### src/rtl/rtc_trim_pkg.sv
// Constants and carrier types shared by the control, trim, charger and flag logic.
// Assumes a 40 MHz system clock and a 32.768 kHz timebase derived from it.
package rtc_trim_pkg;

   // Register pointer values
   localparam logic [3:0] ADDR_SECONDS = 4'h0;
   localparam logic [3:0] ADDR_CONTROL = 4'h7;
   localparam logic [3:0] ADDR_CHARGER = 4'h8;
   localparam logic [3:0] ADDR_FLAGS = 4'h9;

   // Field positions
   localparam int BIT_STATIC_LEVEL = 7;
   localparam int BIT_FREQ_TEST = 6;
   localparam int BIT_TRIM_SIGN = 5;
   localparam int TRIM_MSB = 4;
   localparam int BIT_OSC_DISABLE = 7;
   localparam int BIT_HALT_FLAG = 7;
   localparam int KEY_MSB = 7;
   localparam int KEY_LSB = 4;
   localparam int DIODE_MSB = 3;
   localparam int DIODE_LSB = 2;
   localparam int RES_MSB = 1;
   localparam int RES_LSB = 0;

   // Reset values
   localparam logic [7:0] CONTROL_RESET = 8'h80;
   localparam logic [7:0] CHARGER_RESET = 8'h00;
   localparam logic OSC_DISABLE_RESET = 1'b0;
   localparam logic HALT_FLAG_RESET = 1'b1;

   // Charger decode patterns
   localparam logic [3:0] CHARGER_KEY_ON = 4'ha;
   localparam logic [1:0] DIODE_NONE = 2'h1;
   localparam logic [1:0] DIODE_ONE = 2'h2;
   localparam logic [1:0] RES_SMALL = 2'h1;
   localparam logic [1:0] RES_2K = 2'h2;
   localparam logic [1:0] RES_4K = 2'h3;

   // Timing
   localparam int CLK_HZ = 40_000_000;
   localparam int OSC_HZ = 32_768;
   localparam int TEST_HZ = 512;
   localparam int TEST_HALF_TICKS = OSC_HZ / (2 * TEST_HZ);
   localparam int CAL_STAGE = 256;
   localparam int STEPS_PER_SEC = OSC_HZ / CAL_STAGE;
   localparam int BLANK_TICKS = 128;
   localparam int INSERT_TICKS = 256;
   localparam int INSERT_STEPS = INSERT_TICKS / CAL_STAGE + 1;
   localparam int SEC_PER_MIN = 60;
   localparam int CYCLE_MIN = 64;
   localparam int CORRECTED_MIN_MAX = 62;
   localparam int CAL_SECOND = 0;
   localparam int CAL_STEP_POS = 0;

   typedef struct packed {
      logic enable;
      logic diode;
      logic res_small;
      logic res_2k;
      logic res_4k;
   } charger_s;

   typedef struct packed {
      logic ptr_load;
      logic wr;
      logic rd_done;
      logic [7:0] data;
   } reg_req_s;

endpackage

### src/rtl/osc_tick_gen.sv
// Fractional divider that turns the system clock into 32.768 kHz enable pulses.
// Assumes one clock; the pulse train stops while the timebase is not running.
`timescale 1ns/1ps
module osc_tick_gen #(
   parameter int CLK_HZ = rtc_trim_pkg::CLK_HZ,
   parameter int OSC_HZ = rtc_trim_pkg::OSC_HZ
) (
   input wire logic clk,    // System clock
   input wire logic rst,    // Asynchronous reset, active high
   input wire logic run,    // Timebase running
   output logic tick_q      // One-cycle timebase pulse
);
   localparam int AW = $clog2(CLK_HZ) + 1;
   localparam logic [AW-1:0] STEP = AW'(OSC_HZ);
   localparam logic [AW-1:0] WRAP = AW'(CLK_HZ - OSC_HZ);

   logic [AW-1:0] acc_q;

   // Accumulating keeps the long-run rate exact without a PLL
   always_ff @(posedge clk or posedge rst) begin
      if (rst) begin
         acc_q <= '0;
         tick_q <= 1'b0;
      end else if (!run) begin
         tick_q <= 1'b0;
      end else if (acc_q >= WRAP) begin
         acc_q <= acc_q - WRAP;
         tick_q <= 1'b1;
      end else begin
         acc_q <= acc_q + STEP;
         tick_q <= 1'b0;
      end
   end
endmodule

### src/rtl/rtc_control_trim_charger_flag.sv
// Control, trim, charger-select and halt-flag registers of a serial clock, with trim engine.
// Assumes the serial slave engine outside delivers pointer loads, byte writes and read acks
// as one-cycle strobes on clk; osc_ok_pin comes from the analog oscillator monitor.
// What this block does
// With frequency test off, test pin follows the static level bit.
// Static level bit powers up as 1, so test pin idles high.
// With frequency test on, test pin toggles at 512 Hz; select resets to 0.
// Control bit 5 is trim sign: 1 speeds up, 0 slows down; resets 0.
// Control bits 4..0 hold trim magnitude 0..31; reset 0.
// Charger enabled only when key field equals 1010.
// Charger register clears to zero at power-up, charger off.
// Diode field 01 no diode, 10 one diode, 00 and 11 disable.
// Resistor field 01 small, 10 2k, 11 4k, 00 disables.
// Halt flag bit 7 sets when timebase stops, including power-up.
// Oscillator disable set to 1 stops timebase and raises halt flag.
// Halt flag stays 1 until written 0; writing 1 leaves it.
// Flag bits 6..0 read 0 and ignore writes.
// Trim adds or removes counts at the divide-by-256 stage.
// Trim cycle is 64 minutes; first 62 may each get one corrected second.
// Corrected second blanks 128 or inserts 256 timebase cycles.
// First 2 times magnitude minutes of each cycle are corrected.
// 512 Hz test output is tapped ahead of the trim stage.
// Any control register write resets the divider chain.
// Seconds bit 7 is oscillator disable: 1 stops, 0 runs.
// Pointer reaches 08h only by loading, 09h by loading or stepping from 08h; wraps to 00h after 07h or 09h.
// Trim applies at a fixed second, on timebase ticks, only while running.
// Any non-enabling charger combination turns off all charger switches.
`timescale 1ns/1ps
module rtc_control_trim_charger_flag (
   input wire logic clk,                         // 40 MHz system clock
   input wire logic rst,                         // Asynchronous reset, active high
   input wire rtc_trim_pkg::reg_req_s req,       // Pointer load, write and read-ack strobes
   input wire logic osc_ok_pin,                  // Oscillator amplitude good, asynchronous
   output logic [7:0] rdata_q,                   // Byte at the current pointer
   output logic [3:0] ptr_q,                     // Register pointer
   output logic test_pin_q,                      // Test pin level
   output rtc_trim_pkg::charger_s charger_q,     // Charger switch controls
   output logic osc_disable_q,                   // Oscillator disable bit
   output logic sec_pulse_q                      // One pulse per trimmed second
);
   logic [7:0] control_q;
   logic [7:0] charger_sel_q;
   logic osc_halt_flag_q;
   logic osc_ok_s1_q;
   logic osc_ok_s2_q;
   logic run_q;
   logic running;
   logic tick;
   logic sq512;
   logic div_sec;
   logic div_clr_q;
   logic halt_event;
   logic wr_ctrl;
   logic wr_chg;
   logic wr_flag;
   logic wr_secs;
   logic step_ptr;
   logic [3:0] charger_key;
   logic [1:0] diode_sel;
   logic [1:0] resistor_choice;
   logic charger_on;
   logic [7:0] rd_mux;

   assign wr_ctrl = req.wr && ptr_q == rtc_trim_pkg::ADDR_CONTROL;
   assign wr_chg = req.wr && ptr_q == rtc_trim_pkg::ADDR_CHARGER;
   assign wr_flag = req.wr && ptr_q == rtc_trim_pkg::ADDR_FLAGS;
   assign wr_secs = req.wr && ptr_q == rtc_trim_pkg::ADDR_SECONDS;
   assign step_ptr = req.wr || req.rd_done;

   // Pin input passes two flops before anything reads it
   always_ff @(posedge clk or posedge rst) begin
      if (rst) begin
         osc_ok_s1_q <= 1'b0;
         osc_ok_s2_q <= 1'b0;
      end else begin
         osc_ok_s1_q <= osc_ok_pin;
         osc_ok_s2_q <= osc_ok_s1_q;
      end
   end

   assign running = osc_ok_s2_q && !osc_disable_q;
   assign halt_event = run_q && !running;

   // Pointer: loads land anywhere, increments wrap after the clock block or the flags
   always_ff @(posedge clk or posedge rst) begin
      if (rst) begin
         ptr_q <= rtc_trim_pkg::ADDR_SECONDS;
      end else if (req.ptr_load) begin
         ptr_q <= req.data[3:0];
      end else if (step_ptr) begin
         if (ptr_q == rtc_trim_pkg::ADDR_CONTROL || ptr_q >= rtc_trim_pkg::ADDR_FLAGS)
            ptr_q <= rtc_trim_pkg::ADDR_SECONDS;
         else
            ptr_q <= ptr_q + 4'h1;
      end
   end

   always_ff @(posedge clk or posedge rst) begin
      if (rst) begin
         control_q <= rtc_trim_pkg::CONTROL_RESET;
      end else if (wr_ctrl) begin
         control_q <= req.data;
      end
   end

   // A control write restarts the chain so trim changes start from a clean second
   always_ff @(posedge clk or posedge rst) begin
      if (rst) begin
         div_clr_q <= 1'b0;
      end else begin
         div_clr_q <= wr_ctrl;
      end
   end

   always_ff @(posedge clk or posedge rst) begin
      if (rst) begin
         charger_sel_q <= rtc_trim_pkg::CHARGER_RESET;
      end else if (wr_chg) begin
         charger_sel_q <= req.data;
      end
   end

   always_ff @(posedge clk or posedge rst) begin
      if (rst) begin
         osc_disable_q <= rtc_trim_pkg::OSC_DISABLE_RESET;
      end else if (wr_secs) begin
         osc_disable_q <= req.data[rtc_trim_pkg::BIT_OSC_DISABLE];
      end
   end

   always_ff @(posedge clk or posedge rst) begin
      if (rst) begin
         run_q <= 1'b0;
      end else begin
         run_q <= running;
      end
   end

   // Reset stands for first power, which counts as a stop; a stop beats a same-cycle clear
   always_ff @(posedge clk or posedge rst) begin
      if (rst) begin
         osc_halt_flag_q <= rtc_trim_pkg::HALT_FLAG_RESET;
      end else if (halt_event) begin
         osc_halt_flag_q <= 1'b1;
      end else if (wr_flag && !req.data[rtc_trim_pkg::BIT_HALT_FLAG]) begin
         osc_halt_flag_q <= 1'b0;
      end
   end

   assign charger_key = charger_sel_q[rtc_trim_pkg::KEY_MSB:rtc_trim_pkg::KEY_LSB];
   assign diode_sel = charger_sel_q[rtc_trim_pkg::DIODE_MSB:rtc_trim_pkg::DIODE_LSB];
   assign resistor_choice = charger_sel_q[rtc_trim_pkg::RES_MSB:rtc_trim_pkg::RES_LSB];
   assign charger_on = charger_key == rtc_trim_pkg::CHARGER_KEY_ON
      && (diode_sel == rtc_trim_pkg::DIODE_NONE || diode_sel == rtc_trim_pkg::DIODE_ONE)
      && resistor_choice != 2'h0;

   always_ff @(posedge clk or posedge rst) begin
      if (rst) begin
         charger_q <= '0;
      end else if (!charger_on) begin
         charger_q <= '0;
      end else begin
         charger_q.enable <= 1'b1;
         charger_q.diode <= diode_sel == rtc_trim_pkg::DIODE_ONE;
         charger_q.res_small <= resistor_choice == rtc_trim_pkg::RES_SMALL;
         charger_q.res_2k <= resistor_choice == rtc_trim_pkg::RES_2K;
         charger_q.res_4k <= resistor_choice == rtc_trim_pkg::RES_4K;
      end
   end

   always_ff @(posedge clk or posedge rst) begin
      if (rst) begin
         test_pin_q <= 1'b1;
      end else if (control_q[rtc_trim_pkg::BIT_FREQ_TEST]) begin
         test_pin_q <= sq512;
      end else begin
         test_pin_q <= control_q[rtc_trim_pkg::BIT_STATIC_LEVEL];
      end
   end

   // Time registers live elsewhere; only the disable bit of seconds is held here
   always_comb begin
      rd_mux = 8'h00;
      case (ptr_q)
         rtc_trim_pkg::ADDR_SECONDS: rd_mux[rtc_trim_pkg::BIT_OSC_DISABLE] = osc_disable_q;
         rtc_trim_pkg::ADDR_CONTROL: rd_mux = control_q;
         rtc_trim_pkg::ADDR_CHARGER: rd_mux = charger_sel_q;
         rtc_trim_pkg::ADDR_FLAGS: rd_mux[rtc_trim_pkg::BIT_HALT_FLAG] = osc_halt_flag_q;
         default: rd_mux = 8'h00;
      endcase
   end

   always_ff @(posedge clk or posedge rst) begin
      if (rst) begin
         rdata_q <= 8'h00;
         sec_pulse_q <= 1'b0;
      end else begin
         rdata_q <= rd_mux;
         sec_pulse_q <= div_sec;
      end
   end

   osc_tick_gen #(
      .CLK_HZ(rtc_trim_pkg::CLK_HZ),
      .OSC_HZ(rtc_trim_pkg::OSC_HZ)
   ) u_tick (
      .clk(clk),
      .rst(rst),
      .run(running),
      .tick_q(tick)
   );

   trim_divider u_div (
      .clk(clk),
      .rst(rst),
      .tick(tick),
      .clr(div_clr_q),
      .trim_sign(control_q[rtc_trim_pkg::BIT_TRIM_SIGN]),
      .trim_magnitude(control_q[rtc_trim_pkg::TRIM_MSB:0]),
      .sq512_q(sq512),
      .sec_pulse_q(div_sec)
   );

   a_static_level: assert property (@(posedge clk) disable iff (rst)
      !control_q[rtc_trim_pkg::BIT_FREQ_TEST] ##1 !$past(rst)
      |-> test_pin_q == $past(control_q[rtc_trim_pkg::BIT_STATIC_LEVEL]))
      else $error("test pin does not follow static level");
   a_reset_idle: assert property (@(posedge clk) disable iff (rst)
      $past(rst) |-> control_q == rtc_trim_pkg::CONTROL_RESET && test_pin_q)
      else $error("control not at reset value after reset");
   a_trim_store: assert property (@(posedge clk) disable iff (rst)
      wr_ctrl |=> control_q == $past(req.data) && div_clr_q)
      else $error("control write not stored or chain not cleared");
   a_key_gate: assert property (@(posedge clk) disable iff (rst)
      charger_q.enable |-> $past(charger_key) == rtc_trim_pkg::CHARGER_KEY_ON)
      else $error("charger on without key");
   a_diode_off: assert property (@(posedge clk) disable iff (rst)
      (diode_sel == 2'h0 || diode_sel == 2'h3) |=> charger_q == '0)
      else $error("charger on with illegal diode field");
   a_res_off: assert property (@(posedge clk) disable iff (rst)
      resistor_choice == 2'h0 |=> !charger_q.enable)
      else $error("charger on with no resistor");
   a_halt_set: assert property (@(posedge clk) disable iff (rst)
      halt_event |=> osc_halt_flag_q)
      else $error("halt flag not set on stop");
   a_halt_hold: assert property (@(posedge clk) disable iff (rst)
      osc_halt_flag_q && !(wr_flag && !req.data[rtc_trim_pkg::BIT_HALT_FLAG])
      |=> osc_halt_flag_q)
      else $error("halt flag dropped without a zero write");
   a_flag_low: assert property (@(posedge clk) disable iff (rst)
      ptr_q == rtc_trim_pkg::ADDR_FLAGS && !req.ptr_load && !step_ptr
      |=> rdata_q[6:0] == 7'h00)
      else $error("flag low bits not zero");
   a_ptr_wrap: assert property (@(posedge clk) disable iff (rst)
      step_ptr && !req.ptr_load && ptr_q == rtc_trim_pkg::ADDR_CONTROL
      |=> ptr_q == rtc_trim_pkg::ADDR_SECONDS)
      else $error("pointer did not wrap after control");

   a_freq_follow: assert property (@(posedge clk) disable iff (rst)
      control_q[rtc_trim_pkg::BIT_FREQ_TEST] |=> test_pin_q == $past(sq512))
      else $error("test pin does not follow the 512 Hz tap");

   a_osc_store: assert property (@(posedge clk) disable iff (rst)
      wr_secs |=> osc_disable_q == $past(req.data[rtc_trim_pkg::BIT_OSC_DISABLE]))
      else $error("oscillator disable bit not stored");

   a_halt_clear: assert property (@(posedge clk) disable iff (rst)
      wr_flag && !req.data[rtc_trim_pkg::BIT_HALT_FLAG] && !halt_event |=> !osc_halt_flag_q)
      else $error("halt flag not cleared by a zero write");

   a_disable_halt: assert property (@(posedge clk) disable iff (rst)
      wr_secs && req.data[rtc_trim_pkg::BIT_OSC_DISABLE] && running |-> ##2 osc_halt_flag_q)
      else $error("halt flag not raised by oscillator disable");

   a_diode_map: assert property (@(posedge clk) disable iff (rst)
      charger_q.enable |-> charger_q.diode == ($past(diode_sel) == rtc_trim_pkg::DIODE_ONE))
      else $error("diode switch does not match diode field");

   a_res_onehot: assert property (@(posedge clk) disable iff (rst)
      charger_q.enable |-> $onehot({charger_q.res_small, charger_q.res_2k, charger_q.res_4k}))
      else $error("not exactly one resistor selected");

   a_charger_zero: assert property (@(posedge clk) disable iff (rst)
      !charger_q.enable |-> charger_q == '0)
      else $error("charger switch on while disabled");

   a_charger_store: assert property (@(posedge clk) disable iff (rst)
      wr_chg |=> charger_sel_q == $past(req.data))
      else $error("charger select write not stored");

   a_ptr_load: assert property (@(posedge clk) disable iff (rst)
      req.ptr_load |=> ptr_q == $past(req.data[3:0]))
      else $error("pointer load not taken");

   a_chain_clear: assert property (@(posedge clk) disable iff (rst)
      div_clr_q |=> !sq512)
      else $error("divider chain not reset by control write");

   a_tick_gate: assert property (@(posedge clk) disable iff (rst)
      !running |=> !tick)
      else $error("timebase ticks while stopped");
   c_freq_test: cover property (@(posedge clk) disable iff (rst)
      control_q[rtc_trim_pkg::BIT_FREQ_TEST] && $rose(test_pin_q));
   c_charger_on: cover property (@(posedge clk) disable iff (rst) charger_q.enable);
   c_halt_clear: cover property (@(posedge clk) disable iff (rst) $fell(osc_halt_flag_q));
endmodule

### src/rtl/trim_divider.sv
// Timebase divider chain with digital trim at the divide-by-256 stage and a 512 Hz tap.
// Assumes tick is a one-cycle enable at the timebase rate and clr a one-cycle pulse.
`timescale 1ns/1ps
module trim_divider (
   input wire logic clk,              // System clock
   input wire logic rst,              // Asynchronous reset, active high
   input wire logic tick,             // Timebase pulse
   input wire logic clr,              // Divider chain reset pulse
   input wire logic trim_sign,        // 1 speeds up, 0 slows down
   input wire logic [4:0] trim_magnitude, // Corrected minutes / 2
   output logic sq512_q,              // 512 Hz square wave
   output logic sec_pulse_q           // One pulse per second
);
   localparam int PW = $clog2(rtc_trim_pkg::TEST_HALF_TICKS);
   localparam int HW = $clog2(rtc_trim_pkg::STEPS_PER_SEC);
   localparam logic [PW-1:0] PRE_LAST = PW'(rtc_trim_pkg::TEST_HALF_TICKS - 1);
   localparam logic [HW-1:0] HI_LAST = HW'(rtc_trim_pkg::STEPS_PER_SEC - 1);
   localparam logic [HW-1:0] HI_CAL = HW'(rtc_trim_pkg::CAL_STEP_POS);
   localparam logic [HW-1:0] HI_INS = HW'(rtc_trim_pkg::INSERT_STEPS);
   localparam logic [5:0] SEC_LAST = 6'(rtc_trim_pkg::SEC_PER_MIN - 1);
   localparam logic [5:0] SEC_CAL = 6'(rtc_trim_pkg::CAL_SECOND);
   localparam logic [5:0] MIN_LAST = 6'(rtc_trim_pkg::CYCLE_MIN - 1);
   localparam logic [5:0] MIN_MAX = 6'(rtc_trim_pkg::CORRECTED_MIN_MAX);
   localparam logic [7:0] BLANK_N = 8'(rtc_trim_pkg::BLANK_TICKS);

   logic [PW-1:0] pre_q;
   logic [7:0] lo_q;
   logic [HW-1:0] hi_q;
   logic [5:0] sec_q;
   logic [5:0] min_q;
   logic [7:0] blank_q;
   logic corrected;
   logic carry;

   assign corrected = (min_q < {trim_magnitude, 1'b0}) && (min_q < MIN_MAX)
      && (sec_q == SEC_CAL);
   assign carry = tick && (blank_q == 8'h00) && (lo_q == 8'hff);

   // Tap ahead of the trim stage so trimming never moves the test frequency
   always_ff @(posedge clk or posedge rst) begin
      if (rst) begin
         pre_q <= '0;
         sq512_q <= 1'b0;
      end else if (clr) begin
         pre_q <= '0;
         sq512_q <= 1'b0;
      end else if (tick) begin
         pre_q <= (pre_q == PRE_LAST) ? '0 : pre_q + 1'b1;
         if (pre_q == PRE_LAST) sq512_q <= ~sq512_q;
      end
   end

   // Divide-by-256 stage; blanking freezes it for the slow-down case
   always_ff @(posedge clk or posedge rst) begin
      if (rst) begin
         lo_q <= 8'h00;
         blank_q <= 8'h00;
      end else if (clr) begin
         lo_q <= 8'h00;
         blank_q <= 8'h00;
      end else if (tick) begin
         if (blank_q != 8'h00) begin
            blank_q <= blank_q - 8'h01;
         end else begin
            lo_q <= lo_q + 8'h01;
            if (lo_q == 8'hff && hi_q == HI_CAL && corrected && !trim_sign)
               blank_q <= BLANK_N;
         end
      end
   end

   // Upper stage; the speed-up case skips 256 timebase cycles at one step
   always_ff @(posedge clk or posedge rst) begin
      if (rst) begin
         hi_q <= '0;
         sec_q <= 6'h00;
         min_q <= 6'h00;
         sec_pulse_q <= 1'b0;
      end else if (clr) begin
         hi_q <= '0;
         sec_pulse_q <= 1'b0;
      end else begin
         sec_pulse_q <= carry && (hi_q == HI_LAST);
         if (carry) begin
            if (hi_q == HI_CAL && corrected && trim_sign) begin
               hi_q <= HI_INS;
            end else if (hi_q == HI_LAST) begin
               hi_q <= '0;
               sec_q <= (sec_q == SEC_LAST) ? 6'h00 : sec_q + 6'h01;
               if (sec_q == SEC_LAST) min_q <= (min_q == MIN_LAST) ? 6'h00 : min_q + 6'h01;
            end else begin
               hi_q <= hi_q + 1'b1;
            end
         end
      end
   end

   a_blank_len: assert property (@(posedge clk) disable iff (rst)
      $rose(blank_q != 8'h00) |-> blank_q == BLANK_N)
      else $error("blank window did not start at full length");
   a_trim_window: assert property (@(posedge clk) disable iff (rst)
      $rose(blank_q == BLANK_N) |-> ($past(min_q) < {$past(trim_magnitude), 1'b0}))
      else $error("correction outside selected minutes");
   c_blank: cover property (@(posedge clk) disable iff (rst) blank_q == BLANK_N);
   c_insert: cover property (@(posedge clk) disable iff (rst)
      carry && hi_q == HI_CAL && corrected && trim_sign);
endmodule
### config.mk
export PLATFORM = sky130hd
export DESIGN_NAME = rtc_control_trim_charger_flag
export DESIGN_NICKNAME = d
export VERILOG_FILES = /design/src/rtl/rtc_trim_pkg.sv /design/src/rtl/osc_tick_gen.sv /design/src/rtl/rtc_control_trim_charger_flag.sv /design/src/rtl/trim_divider.sv
export SDC_FILE = /design/constraint.sdc
export NUM_CORES = 1
export LEC_CHECK = 0
export BUFFER_PORTS_ARGS = -buffer_cell sky130_fd_sc_hd__buf_4
export CELL_PAD_IN_SITES_DETAIL_PLACEMENT = 2
export CELL_PAD_IN_SITES_GLOBAL_PLACEMENT = 2
export CORE_MARGIN = 5
export CORE_UTILIZATION = 40
export DETAILED_ROUTE_END_ITERATION = 12
export PLACE_DENSITY_LB_ADDON = 0.25
export SLEW_MARGIN = 20
export SYNTH_ARGS = -nofsm -noshare
export SYNTH_HDL_FRONTEND = slang
export SYNTH_SLANG_ARGS = --single-unit
### constraint.sdc
create_clock -name clk -period 8.1 [get_ports clk]
set_clock_uncertainty 0.05 [all_clocks]
set_input_delay 0.81 -clock clk [delete_from_list [all_inputs] [get_ports clk]]
set_output_delay 0.81 -clock clk [all_outputs]
set_load 0.02 [all_outputs]
==> results.ini <==
[layout]
multiInputGateArea_um2 = 2380
area_growth_syn_to_layout_pct = 14.2
stdcell_area_um2 = 5820
fin_nets = 559
drive_above_1_share = 0.167
mostFrequentLayoutCells = 99 x dfrtp_1, 42 x nor2_1, 35 x buf_4
nFillCells = 1352
antenna_cells = 0
layout_commonest_cell = dfrtp_1
regArea_um2 = 2560

[synth]
ys.flop_type = dfrtp_1
yosys_register_bits = 102
ys_types = 65
synthCells = 489
ys_seq_area_frac = 0.502
ys.warnings.count = 0
syn_nets = 525
synthArstFlopShare = 1.00
syn_avg_cell_area_um2 = 10.4
synth_edf_count = 0
syn_area_um2 = 5100

[sta]
drv_slew = 0
hold_viol_final = 0
rsz0062_at_grt = false
setup_viol = 0
min_period_ps = 2890
tns_ps = 0
period_share = 0.356
timing.final.ws_setup_ps = 5210
slew_headroom = 0.322
worst_pin_slew_ps = 1020
fmax_mhz = 347

[min_path]
hold_class = reg2reg

[placed_design]
dp_hpwl_um = 9540
place_area_um2 = 5520
io_buffers = 33
routabilityCongestion = 0.790
pre_cts_slack_ps = 5290

[global_routing]
grt_pass1_vias = 4496
grt_max_degree = 73
track_usage = 0.201
grt_pass1_wl_um = 23600
grt-ovfl-total = 0
antenna_found_initial = 0

[critical_path]
crit_path_end_kind = flop
critical_path_class = reg2reg
cp_slowest_stage_delay_ps = 820
critPathMaxFanout = 21
crit_buf_inv = 1
path_delay_family = compound AO/OA/AOI/OAI gates
worstPathRequired_ps = 8320
slowest_stage = a41oi_2
arrival_ps = 3100
critPathLaunchType = flop
path_cells = inv_1, ha_1, and3b_1, o211ai_2, a41oi_2, nand2_2, o32ai_1, xor2_1

[routing]
vias_per_cell = 5.58
drcViolationCount = 0
drtAntennaViolNets = 0
wl_um = 13900
drt_iter0_drc = 112
drt-wirelength-per-cell_um = 19.8
first_pass_iters = 4
via_count = 3904

[floorplanning]
ioPinCount = 34
dieArea_um2 = 15100
num_rows = 41
core_um2 = 12600
initial_core_util = 0.405
die_height_um = 123
die_w_um = 123

[power_and_ir_drop]
p_per_area_nw_per_um2 = 235
ir_drop_v = 0.000148
p_leak_nw = 2.77

[clock_tree]
ctsHtreeMaxLevel = 3
cts_buffers = 9
cts_setup_buffers = 0
clk_latency_ps = 350
root_buffer = clkbuf_16
cts_max_path_buffers = 2
cts.reportedPaths.clkPinSlew_ps = 70
cts_tree = done
clkSinkCount = 102
postCtsHoldBufs = 0
cts_resized = 0

[status]
status = completed

[job]
drv_cap = 0

[power breakdown]
part	internal [mW]	leakage, nW	switching (mW)
Combinational	0.109	1.27	0.140
Sequential	0.587	1.36	0.0867
Clock	0.249	0.142	0.199
[final timing paths]
check                      slack, ps               end               from  cells past startpoint
setup / recovery                5210  u_tick.acc_q[23]    u_tick.acc_q[9]                      8
setup reg to reg                5210  u_tick.acc_q[23]    u_tick.acc_q[9]                      8
hold reg to reg                  300       sec_pulse_q  u_div.sec_pulse_q                      0
min in group asynchronous        410        rdata_q[6]                rst                      2
max in group asynchronous       6260     u_div.lo_q[5]                rst                      3
hold / removal                   300       sec_pulse_q  u_div.sec_pulse_q                      0
[routing by layer]
metal  track usage  routed length, um  up-vias
met2         0.372               7420       42
li1              -                  -     1822
met1         0.235               5960     2021
met4        0.0504                195        0
met3        0.0424                311       19
met5             0                  0        -
[cell usage after synthesis (4+ instances only)]
master / number / area share
and3_1: 10 / 0.012
nand3_1: 22 / 0.022
xnor2_1: 8 / 0.014
o21ai_0: 28 / 0.027
dfrtp_1: 99 / 0.49
nand2_1: 32 / 0.024
nor3_1: 15 / 0.015
nor2b_1: 6 / 0.0074
or3_1: 4 / 0.0049
mux2_2: 16 / 0.035
a22o_1: 7 / 0.012
xor2_1: 21 / 0.036
nor2_1: 42 / 0.031
nor4_1: 4 / 0.0049
a31oi_1: 5 / 0.0061
ha_1: 22 / 0.054
nand3b_1: 4 / 0.0059
clkbuf_1: 8 / 0.0059
nand4_1: 10 / 0.012
o31ai_1: 4 / 0.0059
a21oi_1: 28 / 0.027
inv_1: 25 / 0.018
[cells by family after synthesis]
| kind of cell | count (synthesis) | share of synthesized area |
|---|---|---|
| muxes | 17 | 0.0373 |
| buffers and inverters | 39 | 0.0314 |
| and+or+nand+nor | 177 | 0.193 |
| DFF | 102 | 0.502 |
| AOI/OAI and AO/OA | 103 | 0.133 |
| adders and majority gates | 22 | 0.0540 |
| xor gates and xnor gates | 29 | 0.0498 |
[sequential cells by signal, indices dropped and copies added, names as in the netlist, 6 cells and up]
register	flops
control_q	8
u_div.min_q	6
u_div.sec_q	6
rdata_q	8
u_div.lo_q	8
u_tick.acc_q	18
u_div.blank_q	8
u_div.hi_q	7
charger_sel_q	8
[through the flow]
| step | instances | hold WS [ps] | utilization | power, mW |
|---|---|---|---|---|
| 6_report | 700 | 300 | 0.463 | 1.37 |
| 5_1_grt | 700 | 321 | 0.463 | 1.44 |
| 4_1_cts | 700 | 304 | 0.463 | 1.39 |
| 3_5_place_dp | 684 | 288 | 0.439 | 0.928 |
| 3_3_place_gp | 684 | 284 | 0.439 | 0.900 |
| 2_1_floorplan | 489 | 281 | - | 0.820 |
[worst register-to-register path, cell delays in order, from the launching register on]
cell and delay [ps]:
dfrtp_1 430, inv_1 70, ha_1 210, and3b_1 290
o211ai_2 150, a41oi_2 820, nand2_2 320, o32ai_1 250
xor2_1 220
[cell type report]
class                   count  share of cell area
clock inverters             5              0.0101
clock buffers              11              0.0417
multi-input cells         348               0.409
repair buffers             35              0.0452
well taps                 172              0.0370
flip-flops and latches    102               0.439
inverters                  27              0.0178
Power figures use the tool's default switching activity.
